[config.mk]
export PLATFORM = sky130hd
export DESIGN_NAME = fbs_fan_boost_smooth
export DESIGN_NICKNAME = d
export VERILOG_FILES = /design/src/fbs_pkg.sv /design/src/fbs_spike_filter.sv /design/src/fbs_boost_hyst.sv /design/src/fbs_fan_boost_smooth.sv
export SDC_FILE = /design/constraint.sdc
export NUM_CORES = 1
export LEC_CHECK = 0
export BUFFER_PORTS_ARGS = -buffer_cell sky130_fd_sc_hd__buf_4
export CORE_ASPECT_RATIO = 0.5
export CORE_UTILIZATION = 48
export CTS_CLUSTER_DIAMETER = 40
export CTS_CLUSTER_SIZE = 16
export DETAILED_ROUTE_END_ITERATION = 16
export PLACE_DENSITY = 0.67
export REMOVE_ABC_BUFFERS = 1
export SYNTH_ARGS = -nofsm -noshare
export SYNTH_HDL_FRONTEND = slang
export SYNTH_SLANG_ARGS = --single-unit
[constraint.sdc]
create_clock -name clock -period 7.7 [get_ports clock]
set_clock_uncertainty 0.15 [all_clocks]
set_input_delay 0.385 -clock clock [delete_from_list [all_inputs] [get_ports clock]]
set_output_delay 0.385 -clock clock [all_outputs]
set_load 0.05 [all_outputs]
[src/fbs_pkg.sv]
/*
  fbs_pkg: shared constants of the fan boost hysteresis and spike smoothing block.
  Register indices, field positions, reset values and filter timing.
  Assumes a 250 MHz system clock; every byte address is four times the index.
*/
package fbs_pkg;

  // clock rate and register decode
  localparam int         CLK_MHZ            = 250;
  localparam int         IDX_W              = 8;
  localparam logic [7:0] IDX_HYST_AB        = 8'hC0;
  localparam logic [7:0] IDX_HYST_CD        = 8'hC1;
  localparam logic [7:0] IDX_SMOOTH_CTRL    = 8'hC2;
  localparam logic [7:0] IDX_FILT_TEMP_A    = 8'hE0;
  localparam logic [7:0] IDX_FILT_TEMP_B    = 8'hE1;
  localparam logic [7:0] IDX_RAW_TEMP_A     = 8'hE2;
  localparam logic [7:0] IDX_RAW_TEMP_B     = 8'hE3;
  localparam logic [7:0] IDX_BOOST_STAT     = 8'hE4;
  localparam logic [7:0] IDX_BOOST_TEMP_A   = 8'hE8;
  localparam logic [7:0] IDX_BOOST_TEMP_B   = 8'hE9;
  localparam logic [7:0] IDX_BOOST_TEMP_C   = 8'hEA;
  localparam logic [7:0] IDX_BOOST_TEMP_D   = 8'hEB;

  // reset values
  localparam logic [7:0] HYST_RST           = 8'h00;
  localparam logic [7:0] SMOOTH_CTRL_RST    = 8'h00;
  localparam logic [7:0] BOOST_TEMP_RST     = 8'h7F;
  localparam logic [7:0] TEMP_RST           = 8'h00;

  // field positions
  localparam int         HYST_LO_LSB        = 0;
  localparam int         HYST_HI_LSB        = 4;
  localparam int         SEL_A_LSB          = 0;
  localparam int         EN_A_BIT           = 3;
  localparam int         SEL_B_LSB          = 4;
  localparam int         EN_B_BIT           = 7;

  // filter timing: spans in tenths of a second, one step each 1/16 of a span
  localparam int         SPAN_UNIT_MS       = 100;
  localparam int         FILT_SHIFT         = 4;
  localparam int         BASE_STEP_CYCLES   = SPAN_UNIT_MS * CLK_MHZ * 1000 / (1 << FILT_SHIFT);
  localparam logic [6:0] SPAN_UNITS [8]     = '{7'h76, 7'h46, 7'h2C, 7'h1E, 7'h10, 7'h08, 7'h06, 7'h04};

endpackage : fbs_pkg

[src/fbs_spike_filter.sv]
/*
  fbs_spike_filter: one zone of the temperature spike smoothing filter.
  Assumes samples and the base tick come from logic on the same clock.
*/
`timescale 1ns/100ps
`default_nettype none

module fbs_spike_filter #(
  parameter int TEMP_W = 8
) (
  // clock and reset
  input  wire logic              clock,
  input  wire logic              srst,
  // control
  input  wire logic              base_tick,
  input  wire logic [2:0]        smooth_sel,
  // converted samples
  input  wire logic              sample_valid,
  input  wire logic [TEMP_W-1:0] sample,
  // smoothed result
  output logic      [TEMP_W-1:0] filt_temp
);

  localparam int ACC_W = TEMP_W + fbs_pkg::FILT_SHIFT;

  logic [6:0]        span_cnt_reg;
  logic [TEMP_W-1:0] hold_reg;
  logic [ACC_W-1:0]  acc_reg;
  logic              primed_reg;
  wire  [6:0]        span_len;
  wire               step;
  wire  [ACC_W:0]    diff;
  wire  [ACC_W:0]    acc_next;

  // span length per selector; the step rate sets the time constant
  assign span_len  = fbs_pkg::SPAN_UNITS[smooth_sel];
  assign step      = base_tick & primed_reg & (span_cnt_reg + 7'h01 >= span_len);
  assign diff      = {hold_reg[TEMP_W-1], hold_reg, {fbs_pkg::FILT_SHIFT{1'b0}}} -
                     {acc_reg[ACC_W-1], acc_reg};
  // both addends signed: an unsigned one would make the shift logical on a falling input
  assign acc_next  = $signed({acc_reg[ACC_W-1], acc_reg}) + ($signed(diff) >>> fbs_pkg::FILT_SHIFT);
  assign filt_temp = acc_reg[ACC_W-1 -: TEMP_W];

  // first-order low pass on top of the converter's own averaging
  always_ff @(posedge clock) begin
    if (srst) begin
      span_cnt_reg <= 7'h00;
      hold_reg     <= '0;
      acc_reg      <= '0;
      primed_reg   <= 1'b0;
    end else begin
      if (sample_valid) begin
        hold_reg <= sample;
      end
      if (sample_valid & ~primed_reg) begin
        acc_reg    <= {sample, {fbs_pkg::FILT_SHIFT{1'b0}}};             // start at first sample
        primed_reg <= 1'b1;
      end else if (step) begin
        acc_reg <= acc_next[ACC_W-1:0];
      end
      if (step) begin
        span_cnt_reg <= 7'h00;
      end else if (base_tick) begin
        span_cnt_reg <= span_cnt_reg + 7'h01;
      end
    end
  end

endmodule // fbs_spike_filter

`default_nettype wire

[src/fbs_boost_hyst.sv]
/*
  fbs_boost_hyst: per-zone fan boost state with release hysteresis.
  Assumes signed temperatures in whole degrees and a one-cycle evaluate strobe.
*/
`timescale 1ns/100ps
`default_nettype none

module fbs_boost_hyst #(
  parameter int ZONES  = 4,
  parameter int TEMP_W = 8,
  parameter int HYST_W = 4
) (
  // clock and reset
  input  wire logic                         clock,
  input  wire logic                         srst,
  // evaluation inputs
  input  wire logic                         eval,
  input  wire logic [ZONES-1:0][TEMP_W-1:0] zone_temp,
  input  wire logic [ZONES-1:0][TEMP_W-1:0] boost_temp,
  input  wire logic [ZONES-1:0][HYST_W-1:0] boost_hyst,
  // full duty requests
  output logic      [ZONES-1:0]             full_duty
);

  genvar z;
  generate
    for (z = 0; z < ZONES; z++) begin : g_zone
      logic               boost_reg;
      wire  [TEMP_W+1:0]  t_ext;
      wire  [TEMP_W+1:0]  b_ext;
      wire  [TEMP_W+1:0]  release_lvl;
      wire                above;
      wire                below_rel;

      // unsigned hysteresis of 0..15 degrees under the boost point
      assign t_ext       = {{2{zone_temp[z][TEMP_W-1]}}, zone_temp[z]};
      assign b_ext       = {{2{boost_temp[z][TEMP_W-1]}}, boost_temp[z]};
      assign release_lvl = b_ext - {{(TEMP_W+2-HYST_W){1'b0}}, boost_hyst[z]};
      assign above       = $signed(t_ext) > $signed(b_ext);
      assign below_rel   = $signed(t_ext) < $signed(release_lvl);
      assign full_duty[z] = boost_reg;

      // boost holds through the band between the point and the release level
      always_ff @(posedge clock) begin
        if (srst) begin
          boost_reg <= 1'b0;
        end else if (eval) begin
          if (above) begin
            boost_reg <= 1'b1;
          end else if (boost_reg & below_rel) begin
            boost_reg <= 1'b0;
          end
        end
      end
    end
  endgenerate

endmodule // fbs_boost_hyst

`default_nettype wire

[src/fbs_fan_boost_smooth.sv]
/*
  fbs_fan_boost_smooth: boost hysteresis and zone a/b spike smoothing, with an
  Avalon-MM register slave (32-bit data, byte address, one wait state).
  Assumes temperature samples arrive on the same clock with a one-cycle valid.
*/
`timescale 1ns/100ps
`default_nettype none

// How it works
// - hyst byte C0 holds zones a, b
// - hyst byte C1 holds zones c, d
// - full duty held until hysteresis below
// - hysteresis is unsigned 0 to 15 degrees
// - bits 2:0 select zone a smoothing, reset zero
// - bit 3 feeds filtered zone a onward
// - bit 7 feeds filtered zone b onward
// - enable clear feeds raw temperature onward
// - filtered temperature always readable
// - raw reading registers stay unfiltered
// - filter works on converted samples
// - selector codes map to eight spans
module fbs_fan_boost_smooth #(
  parameter int BASE_STEP_CYCLES = fbs_pkg::BASE_STEP_CYCLES,
  parameter int TEMP_W           = 8,
  parameter int HYST_W           = 4
) (
  // clock and reset
  input  wire logic              clock,
  input  wire logic              srst,
  // avalon-mm register slave
  input  wire logic [9:0]        avs_address,
  input  wire logic              avs_read,
  input  wire logic              avs_write,
  input  wire logic [31:0]       avs_writedata,
  output logic      [31:0]       avs_readdata,
  output logic                   avs_waitrequest,
  // converted temperatures
  input  wire logic              temp_valid,
  input  wire logic [TEMP_W-1:0] temp_zone_a,
  input  wire logic [TEMP_W-1:0] temp_zone_b,
  input  wire logic [TEMP_W-1:0] temp_zone_c,
  input  wire logic [TEMP_W-1:0] temp_zone_d,
  // temperatures for limit checking and fan control
  output logic                   ctrl_temp_valid,
  output logic      [TEMP_W-1:0] ctrl_temp_zone_a,
  output logic      [TEMP_W-1:0] ctrl_temp_zone_b,
  // full duty requests per zone
  output logic      [3:0]        pwm_full_duty
);

  localparam int ZONES = 4;
  localparam int PRE_W = $clog2(BASE_STEP_CYCLES + 1);
  // the prescaler width follows the parameter, so a shortened simulation step
  // leaves at most one unused high bit behind

  // all software-written state sits in this module; the submodules hold the
  // filter accumulators, sample holds, span counters and boost flags
  // register state
  logic [7:0]              hyst_ab_reg;
  logic [7:0]              hyst_cd_reg;
  logic [7:0]              smooth_ctrl_reg;
  logic [ZONES-1:0][7:0]   boost_temp_reg;
  logic [TEMP_W-1:0]       raw_a_reg;
  logic [TEMP_W-1:0]       raw_b_reg;
  logic [TEMP_W-1:0]       raw_c_reg;
  logic [TEMP_W-1:0]       raw_d_reg;
  logic [31:0]             avs_readdata_reg;
  logic                    avs_waitrequest_reg;
  logic                    ctrl_valid_reg;
  logic [TEMP_W-1:0]       ctrl_a_reg;
  logic [TEMP_W-1:0]       ctrl_b_reg;
  logic [PRE_W-1:0]        pre_cnt_reg;
  logic                    base_tick_reg;
  logic                    eval_reg;

  // bus decode
  wire  [7:0]              reg_idx;
  wire                     bus_req;
  wire                     bus_take;
  wire                     wr_take;
  wire                     sel_hyst_ab;
  wire                     sel_hyst_cd;
  wire                     sel_smooth;
  wire  [ZONES-1:0]        sel_boost;
  wire  [7:0]              wr_byte;
  logic [7:0]              rd_byte;

  // filter and boost wiring
  wire  [2:0]              smooth_sel_zone_a;
  wire  [2:0]              smooth_sel_zone_b;
  wire                     smooth_en_zone_a;
  wire                     smooth_en_zone_b;
  wire  [HYST_W-1:0]       boost_hyst_zone_a;
  wire  [HYST_W-1:0]       boost_hyst_zone_b;
  wire  [HYST_W-1:0]       boost_hyst_zone_c;
  wire  [HYST_W-1:0]       boost_hyst_zone_d;
  wire  [TEMP_W-1:0]       filt_a;
  wire  [TEMP_W-1:0]       filt_b;
  wire  [TEMP_W-1:0]       sel_a;
  wire  [TEMP_W-1:0]       sel_b;
  wire  [3:0]              full_duty;

  // there is no byteenable: each register is one byte in bits 7:0 of its word,
  // so every accepted write replaces the whole byte
  // address decode; the two low address bits are ignored (word registers)
  assign reg_idx     = avs_address[9:2];
  assign bus_req     = avs_read | avs_write;
  assign bus_take    = bus_req & ~avs_waitrequest_reg;
  assign wr_take     = bus_take & avs_write;
  assign wr_byte     = avs_writedata[7:0];
  assign sel_hyst_ab = (reg_idx == fbs_pkg::IDX_HYST_AB);
  assign sel_hyst_cd = (reg_idx == fbs_pkg::IDX_HYST_CD);
  assign sel_smooth  = (reg_idx == fbs_pkg::IDX_SMOOTH_CTRL);
  assign sel_boost   = {reg_idx == fbs_pkg::IDX_BOOST_TEMP_D, reg_idx == fbs_pkg::IDX_BOOST_TEMP_C,
                        reg_idx == fbs_pkg::IDX_BOOST_TEMP_B, reg_idx == fbs_pkg::IDX_BOOST_TEMP_A};

  // selector and enable share one byte per zone pair; a new selector and an
  // enable change written together take effect on the same edge
  // field extraction from the control bytes
  assign boost_hyst_zone_a = hyst_ab_reg[fbs_pkg::HYST_LO_LSB +: HYST_W];
  assign boost_hyst_zone_b = hyst_ab_reg[fbs_pkg::HYST_HI_LSB +: HYST_W];
  assign boost_hyst_zone_c = hyst_cd_reg[fbs_pkg::HYST_LO_LSB +: HYST_W];
  assign boost_hyst_zone_d = hyst_cd_reg[fbs_pkg::HYST_HI_LSB +: HYST_W];
  assign smooth_sel_zone_a = smooth_ctrl_reg[fbs_pkg::SEL_A_LSB +: 3];
  assign smooth_sel_zone_b = smooth_ctrl_reg[fbs_pkg::SEL_B_LSB +: 3];
  assign smooth_en_zone_a  = smooth_ctrl_reg[fbs_pkg::EN_A_BIT];
  assign smooth_en_zone_b  = smooth_ctrl_reg[fbs_pkg::EN_B_BIT];

  // filtered or raw value onward, chosen per zone enable
  // the choice reaches the control outputs one cycle after the register write
  assign sel_a = smooth_en_zone_a ? filt_a : raw_a_reg;
  assign sel_b = smooth_en_zone_b ? filt_b : raw_b_reg;

  // filtered values read back without their four fraction bits, so a reading can
  // sit one degree under a steady input once the filter has settled
  // read mux; unmapped indices read as zero
  always_comb begin
    rd_byte = 8'h00;
    case (reg_idx)
      fbs_pkg::IDX_HYST_AB:      rd_byte = hyst_ab_reg;
      fbs_pkg::IDX_HYST_CD:      rd_byte = hyst_cd_reg;
      fbs_pkg::IDX_SMOOTH_CTRL:  rd_byte = smooth_ctrl_reg;
      fbs_pkg::IDX_FILT_TEMP_A:  rd_byte = filt_a;
      fbs_pkg::IDX_FILT_TEMP_B:  rd_byte = filt_b;
      fbs_pkg::IDX_RAW_TEMP_A:   rd_byte = raw_a_reg;
      fbs_pkg::IDX_RAW_TEMP_B:   rd_byte = raw_b_reg;
      fbs_pkg::IDX_BOOST_STAT:   rd_byte = {4'h0, full_duty};
      fbs_pkg::IDX_BOOST_TEMP_A: rd_byte = boost_temp_reg[0];
      fbs_pkg::IDX_BOOST_TEMP_B: rd_byte = boost_temp_reg[1];
      fbs_pkg::IDX_BOOST_TEMP_C: rd_byte = boost_temp_reg[2];
      fbs_pkg::IDX_BOOST_TEMP_D: rd_byte = boost_temp_reg[3];
      default:                   rd_byte = 8'h00;
    endcase
  end

  // every access costs two cycles; the fixed wait state lets the read mux land in
  // a register instead of driving the bus from a long combinational path
  // one wait state: waitrequest drops for exactly one cycle per request
  always_ff @(posedge clock) begin
    if (srst) begin
      avs_waitrequest_reg <= 1'b1;
      avs_readdata_reg    <= 32'h0000_0000;
    end else begin
      avs_waitrequest_reg <= ~(bus_req & avs_waitrequest_reg);
      if (avs_read & avs_waitrequest_reg) begin
        avs_readdata_reg <= {24'h00_0000, rd_byte};
      end
    end
  end

  // the hysteresis bytes start at zero: boost then releases right at the boost
  // point until software programs a band
  // software-written control bytes, written at the accepting edge only
  always_ff @(posedge clock) begin
    if (srst) begin
      hyst_ab_reg     <= fbs_pkg::HYST_RST;
      hyst_cd_reg     <= fbs_pkg::HYST_RST;
      smooth_ctrl_reg <= fbs_pkg::SMOOTH_CTRL_RST;
    end else if (wr_take) begin
      if (sel_hyst_ab) hyst_ab_reg <= wr_byte;
      if (sel_hyst_cd) hyst_cd_reg <= wr_byte;
      if (sel_smooth)  smooth_ctrl_reg <= wr_byte;
    end
  end

  // boost points, one byte per zone
  // 7F is the highest positive reading, so no zone boosts before software sets a point
  genvar z;
  generate
    for (z = 0; z < ZONES; z++) begin : g_bpt
      always_ff @(posedge clock) begin
        if (srst) begin
          boost_temp_reg[z] <= fbs_pkg::BOOST_TEMP_RST;
        end else if (wr_take & sel_boost[z]) begin
          boost_temp_reg[z] <= wr_byte;
        end
      end
    end
  endgenerate

  // reading registers always carry the latest unfiltered conversion
  // they never pass through the filter, whatever the enables say
  always_ff @(posedge clock) begin
    if (srst) begin
      raw_a_reg <= fbs_pkg::TEMP_RST;
      raw_b_reg <= fbs_pkg::TEMP_RST;
      raw_c_reg <= fbs_pkg::TEMP_RST;
      raw_d_reg <= fbs_pkg::TEMP_RST;
    end else if (temp_valid) begin
      raw_a_reg <= temp_zone_a;
      raw_b_reg <= temp_zone_b;
      raw_c_reg <= temp_zone_c;
      raw_d_reg <= temp_zone_d;
    end
  end

  // one prescaler serves both filters; a selector change takes effect at the
  // next base tick rather than restarting a span
  // shared prescaler: one tick per 1/16 of a span unit, counted in cycles
  always_ff @(posedge clock) begin
    if (srst) begin
      pre_cnt_reg   <= '0;
      base_tick_reg <= 1'b0;
    end else if (pre_cnt_reg == PRE_W'(BASE_STEP_CYCLES - 1)) begin
      pre_cnt_reg   <= '0;
      base_tick_reg <= 1'b1;
    end else begin
      pre_cnt_reg   <= pre_cnt_reg + PRE_W'(1);
      base_tick_reg <= 1'b0;
    end
  end

  // zone a and b smoothing run whether or not they are enabled
  // keeping them running leaves the filtered registers readable with the enable
  // clear, and setting the enable later switches to an already settled value
  fbs_spike_filter #(
    .TEMP_W       (TEMP_W)
  ) u_filt_a (
    .clock        (clock),
    .srst         (srst),
    .base_tick    (base_tick_reg),
    .smooth_sel   (smooth_sel_zone_a),
    .sample_valid (temp_valid),
    .sample       (temp_zone_a),
    .filt_temp    (filt_a)
  );

  fbs_spike_filter #(
    .TEMP_W       (TEMP_W)
  ) u_filt_b (
    .clock        (clock),
    .srst         (srst),
    .base_tick    (base_tick_reg),
    .smooth_sel   (smooth_sel_zone_b),
    .sample_valid (temp_valid),
    .sample       (temp_zone_b),
    .filt_temp    (filt_b)
  );

  // selected temperatures, refreshed every cycle; the valid comes one cycle before the new sample reaches them
  // limit checking downstream sees the new sample a cycle after the valid, in the cycle the boost logic evaluates it
  always_ff @(posedge clock) begin
    if (srst) begin
      ctrl_valid_reg <= 1'b0;
      ctrl_a_reg     <= fbs_pkg::TEMP_RST;
      ctrl_b_reg     <= fbs_pkg::TEMP_RST;
      eval_reg       <= 1'b0;
    end else begin
      ctrl_valid_reg <= temp_valid;
      ctrl_a_reg     <= sel_a;
      ctrl_b_reg     <= sel_b;
      eval_reg       <= ctrl_valid_reg;
    end
  end

  // boost evaluated one cycle after the selected values settle
  // zones c and d have no smoothing here, so their raw readings drive boost directly
  fbs_boost_hyst #(
    .ZONES      (ZONES),
    .TEMP_W     (TEMP_W),
    .HYST_W     (HYST_W)
  ) u_boost (
    .clock      (clock),
    .srst       (srst),
    .eval       (eval_reg),
    .zone_temp  ({raw_d_reg, raw_c_reg, ctrl_b_reg, ctrl_a_reg}),
    .boost_temp (boost_temp_reg),
    .boost_hyst ({boost_hyst_zone_d, boost_hyst_zone_c, boost_hyst_zone_b, boost_hyst_zone_a}),
    .full_duty  (full_duty)
  );

  // outputs straight from flip-flops
  // full duty comes from the boost flip-flops inside the hysteresis module
  assign avs_readdata     = avs_readdata_reg;
  assign avs_waitrequest  = avs_waitrequest_reg;
  assign ctrl_temp_valid  = ctrl_valid_reg;
  assign ctrl_temp_zone_a = ctrl_a_reg;
  assign ctrl_temp_zone_b = ctrl_b_reg;
  assign pwm_full_duty    = full_duty;

endmodule // fbs_fan_boost_smooth

`default_nettype wire

==> key figures <==
Timing
  – Hold Violations, Final: 0
  – Minimum clock period: 3.61 ns
  – Setup violators final: 0
  – Unrepaired setup endpoints after global routing: false
  – Fin Setup TNS: 0 ns
  – Final worst path period share: 0.469
  – Worst Tran Pin Value: 1.23 ns
  – Max Transition Viols Final: 0
  – Max Freq: 277 MHz
  – Worst rel slew slack: 0.175

CTS
  – Clk pin slew, worst setup/hold paths: 0.07 ns
  – Latest clock arrival within the worst-skew pair: 0.45 ns
  – TritonCTS buffer count: 17
  – Clk root buf: clkbuf_16
  – Max clock buf depth: 2
  – TritonCTS clock tree: done
  – Setup bufs post-CTS: 0
  – Clock H-tree levels: 4
  – Clk sink count: 181

Pwr
  – Switch share: 0.294
  – Pint: 0.00164 W
  – Pwr/cell area: 170 nW/µm²
  – Peak supply drop: 0.000168 V
  – Register share of total power: 0.428
  – Comb power frac: 0.196
  – Clock power share: 0.376
  – Net switching power figure: 0.000682 W
  – Static leakage: 6.15 nW

Finish
  – Most frequent cells in the layout: 191 x nor2_1, 181 x dfxtp_1, 143 x ha_1
  – Layout area overhead: 10.9%
  – Fin util: 0.555
  – Multi-input gate area: 7990 µm²
  – Ant. Diodes: 0
  – Fin nets: about 1700
  – Sequential Area: 3620 µm²
  – Filler cells: 2226
  – Commonest non-fill, non-tap cell in the layout: nor2_1
  – Max reg flops: 32
  – Share of cells above drive strength 1: 0.0995

Placement
  – Final GP Congestion: 0.884
  – Port-buffer cells: 82
  – Post-DP HPWL: about 24000 µm

Global route
  – Overall routing resource usage: 0.253
  – GR Overflow Total: 0
  – Initial antenna violation count: 0
  – First-pass GRT wire length: 52200 µm
  – Vias in the first global route: 9964
  – Pin count of the biggest net entering global routing: 63

Outcome
  – Outcome: finished, final reports clean

Routing
  – Wl on met1: 14600 µm
  – Routed via count: 10300
  – DRT Pass-1 Iters: 6
  – Vias/cell: 5.70
  – Residual DRC: 0
  – Uppermost layer routed: met4
  – Initial DRC Count: 774
  – Met2 WL post-DR: 15400 µm
  – Antenna-violating nets left: 0
  – Met3 WL: 1850 µm
  – Total wire length: 32600 µm
  – DR WL/cell: between 15 and 20 µm

Worst hold path
  – Worst hold path type: input port to flip-flop

Synth
  – Mapped Cells: 1417
  – Mapped Avg Cell Area: 8.68 µm²
  – Synthesized flop and latch total: ~180
  – Synth cell types: 73
  – Post-synth EDFFs: 0
  – Yosys warnings: 0
  – Top_reg_cell synth: dfxtp_1
  – Ys async rst share: 0
  – Sequential share of the synthesized area: 0.295
  – Mapped Area: between 10000 and 15000 µm²

Setup path
  – Crit start category: flip-flop
  – Worst path arrival time: 3.84 ns
  – CP max FO: 5
  – Worst Path Class, Setup: flip-flop to flip-flop
  – Critical Path Sink Type: flip-flop
  – WP data required: 7.93 ns

Floorplan
  – Initial Utilization: 0.501
  – Die width: 228 µm
  – I/O pin count: between 100 and 150
  – Die footprint: 26300 µm²
  – Die Y: 115 µm
  – Core Area: 24600 µm²
  – Cell row count: 40

Job
  – Max-cap violations: 0
-- per-layer routing --
| layer | up-vias | track usage |
|---|---|---|
| met2 | 279 | 0.435 |
| met4 | 0 | 0.0846 |
| li1 | 5049 | - |
| met1 | 4947 | 0.319 |
| met5 | - | 0 |
| met3 | 60 | 0.0538 |
-- through the flow --
stage / hold WS [ns] / setup WS [ns] / cells / cell area [µm²] / power, W
3_3_place_gp: 0.267 / 4.26 / 1781 / 13000 / 0.00145
3_5_place_dp: 0.282 / 4.18 / 1781 / 13000 / 0.00146
4_1_cts: 0.00795 / 4.16 / 1813 / 13600 / 0.00233
2_1_floorplan: 0.263 / 4.60 / 1357 / 12000 / 0.00132
5_1_grt: 0.0154 / 3.89 / 1813 / 13600 / 0.00242
6_report: 0.0189 / 4.09 / 1813 / 13600 / 0.00232
-- worst max-delay path, stage by stage (launching register included) --
cell      delay [ns]
dfxtp_1         0.47
inv_1           0.07
ha_1            0.31
o21ai_0         0.40
and2b_2         0.31
nor2_1          0.12
xnor2_1         0.17
ha_1            0.29
o211ai_1        0.09
a21oi_1         0.10
o41ai_1         0.49
o21ai_0         0.16
mux2_2          0.29
a21oi_1         0.11
-- timing repair --
item                                   CTS  global route
endpoints found under the hold margin    1             0
hold buffers                             2             0
resized for setup                        0             0
-- area by class of cell --
| cell class | instances | area share |
|---|---|---|
| Multi-Input combinational cell | 1082 | 0.586 |
| Sequential cell | 181 | 0.266 |
| Timing Repair Buffer | 90 | 0.0499 |
| Clock buffer | 21 | 0.0345 |
| Tap cell | 336 | 0.0308 |
| Inverter | 94 | 0.0259 |
| Clock inverter | 9 | 0.00761 |
-- cells in the mapped netlist (6+ instances only) --
cell | n | area share
o21a_1 | 19 | 0.012
xor2_1 | 36 | 0.026
ha_1 | 143 | 0.15
nor2_1 | 191 | 0.058
a211oi_1 | 7 | 0.0043
a21o_1 | 11 | 0.0067
nor3_1 | 24 | 0.0098
clkbuf_1 | 39 | 0.012
nand4_1 | 14 | 0.0071
mux2i_1 | 103 | 0.084
o21ai_0 | 53 | 0.022
nand2_1 | 89 | 0.027
inv_1 | 93 | 0.028
nand3_1 | 29 | 0.012
mux4_2 | 14 | 0.026
buf_4 | 28 | 0.017
a21oi_1 | 46 | 0.019
a31oi_1 | 7 | 0.0036
and4_1 | 7 | 0.0050
buf_2 | 13 | 0.0053
dfxtp_1 | 181 | 0.29
a22oi_1 | 27 | 0.016
fa_1 | 6 | 0.0098
xnor2_1 | 57 | 0.041
a211o_1 | 7 | 0.0050
nor2b_1 | 27 | 0.014
nor4_1 | 8 | 0.0041
o211ai_1 | 31 | 0.019
nand2b_1 | 17 | 0.0086
o22ai_1 | 6 | 0.0031
-- path summary, 6_finish.rpt --
kind                                           from                   end  slack [ns]  cells past startpoint
worst max-delay path            u_filt_a.acc_reg[7]  u_filt_a.acc_reg[10]        4.09                     13
worst min-delay path                 temp_zone_c[3]          raw_c_reg[3]        0.02                      3
worst max register to register  u_filt_a.acc_reg[7]  u_filt_a.acc_reg[10]        4.09                     13
worst min register to register       pre_cnt_reg[0]        pre_cnt_reg[0]        0.29                      1
-- kinds of logic after synthesis --
family,Yosys count,share of synthesized area
AND/OR/NAND/NOR,437,0.165
AO/OA/AOI/OAI,260,0.144
flip-flops,181,0.295
buffers and inverters,177,0.0639
adder cells (fa/ha/maj),149,0.155
multiplexers,119,0.111
XOR/XNOR,93,0.0662
other,1,0.000305
-- power by group through the flow --
stage	combinational (W)	sequential, W	clock (W)
CTS	0.000452	0.000992	0.000888
finish	0.000455	0.000993	0.000874
global placement	0.000436	0.00101	0
floorplan	0.000298	0.00102	0
global route	0.000500	0.000995	0.000927
detailed placement	0.000448	0.00101	0
No activity file was read; power rests on OpenSTA's default activity.
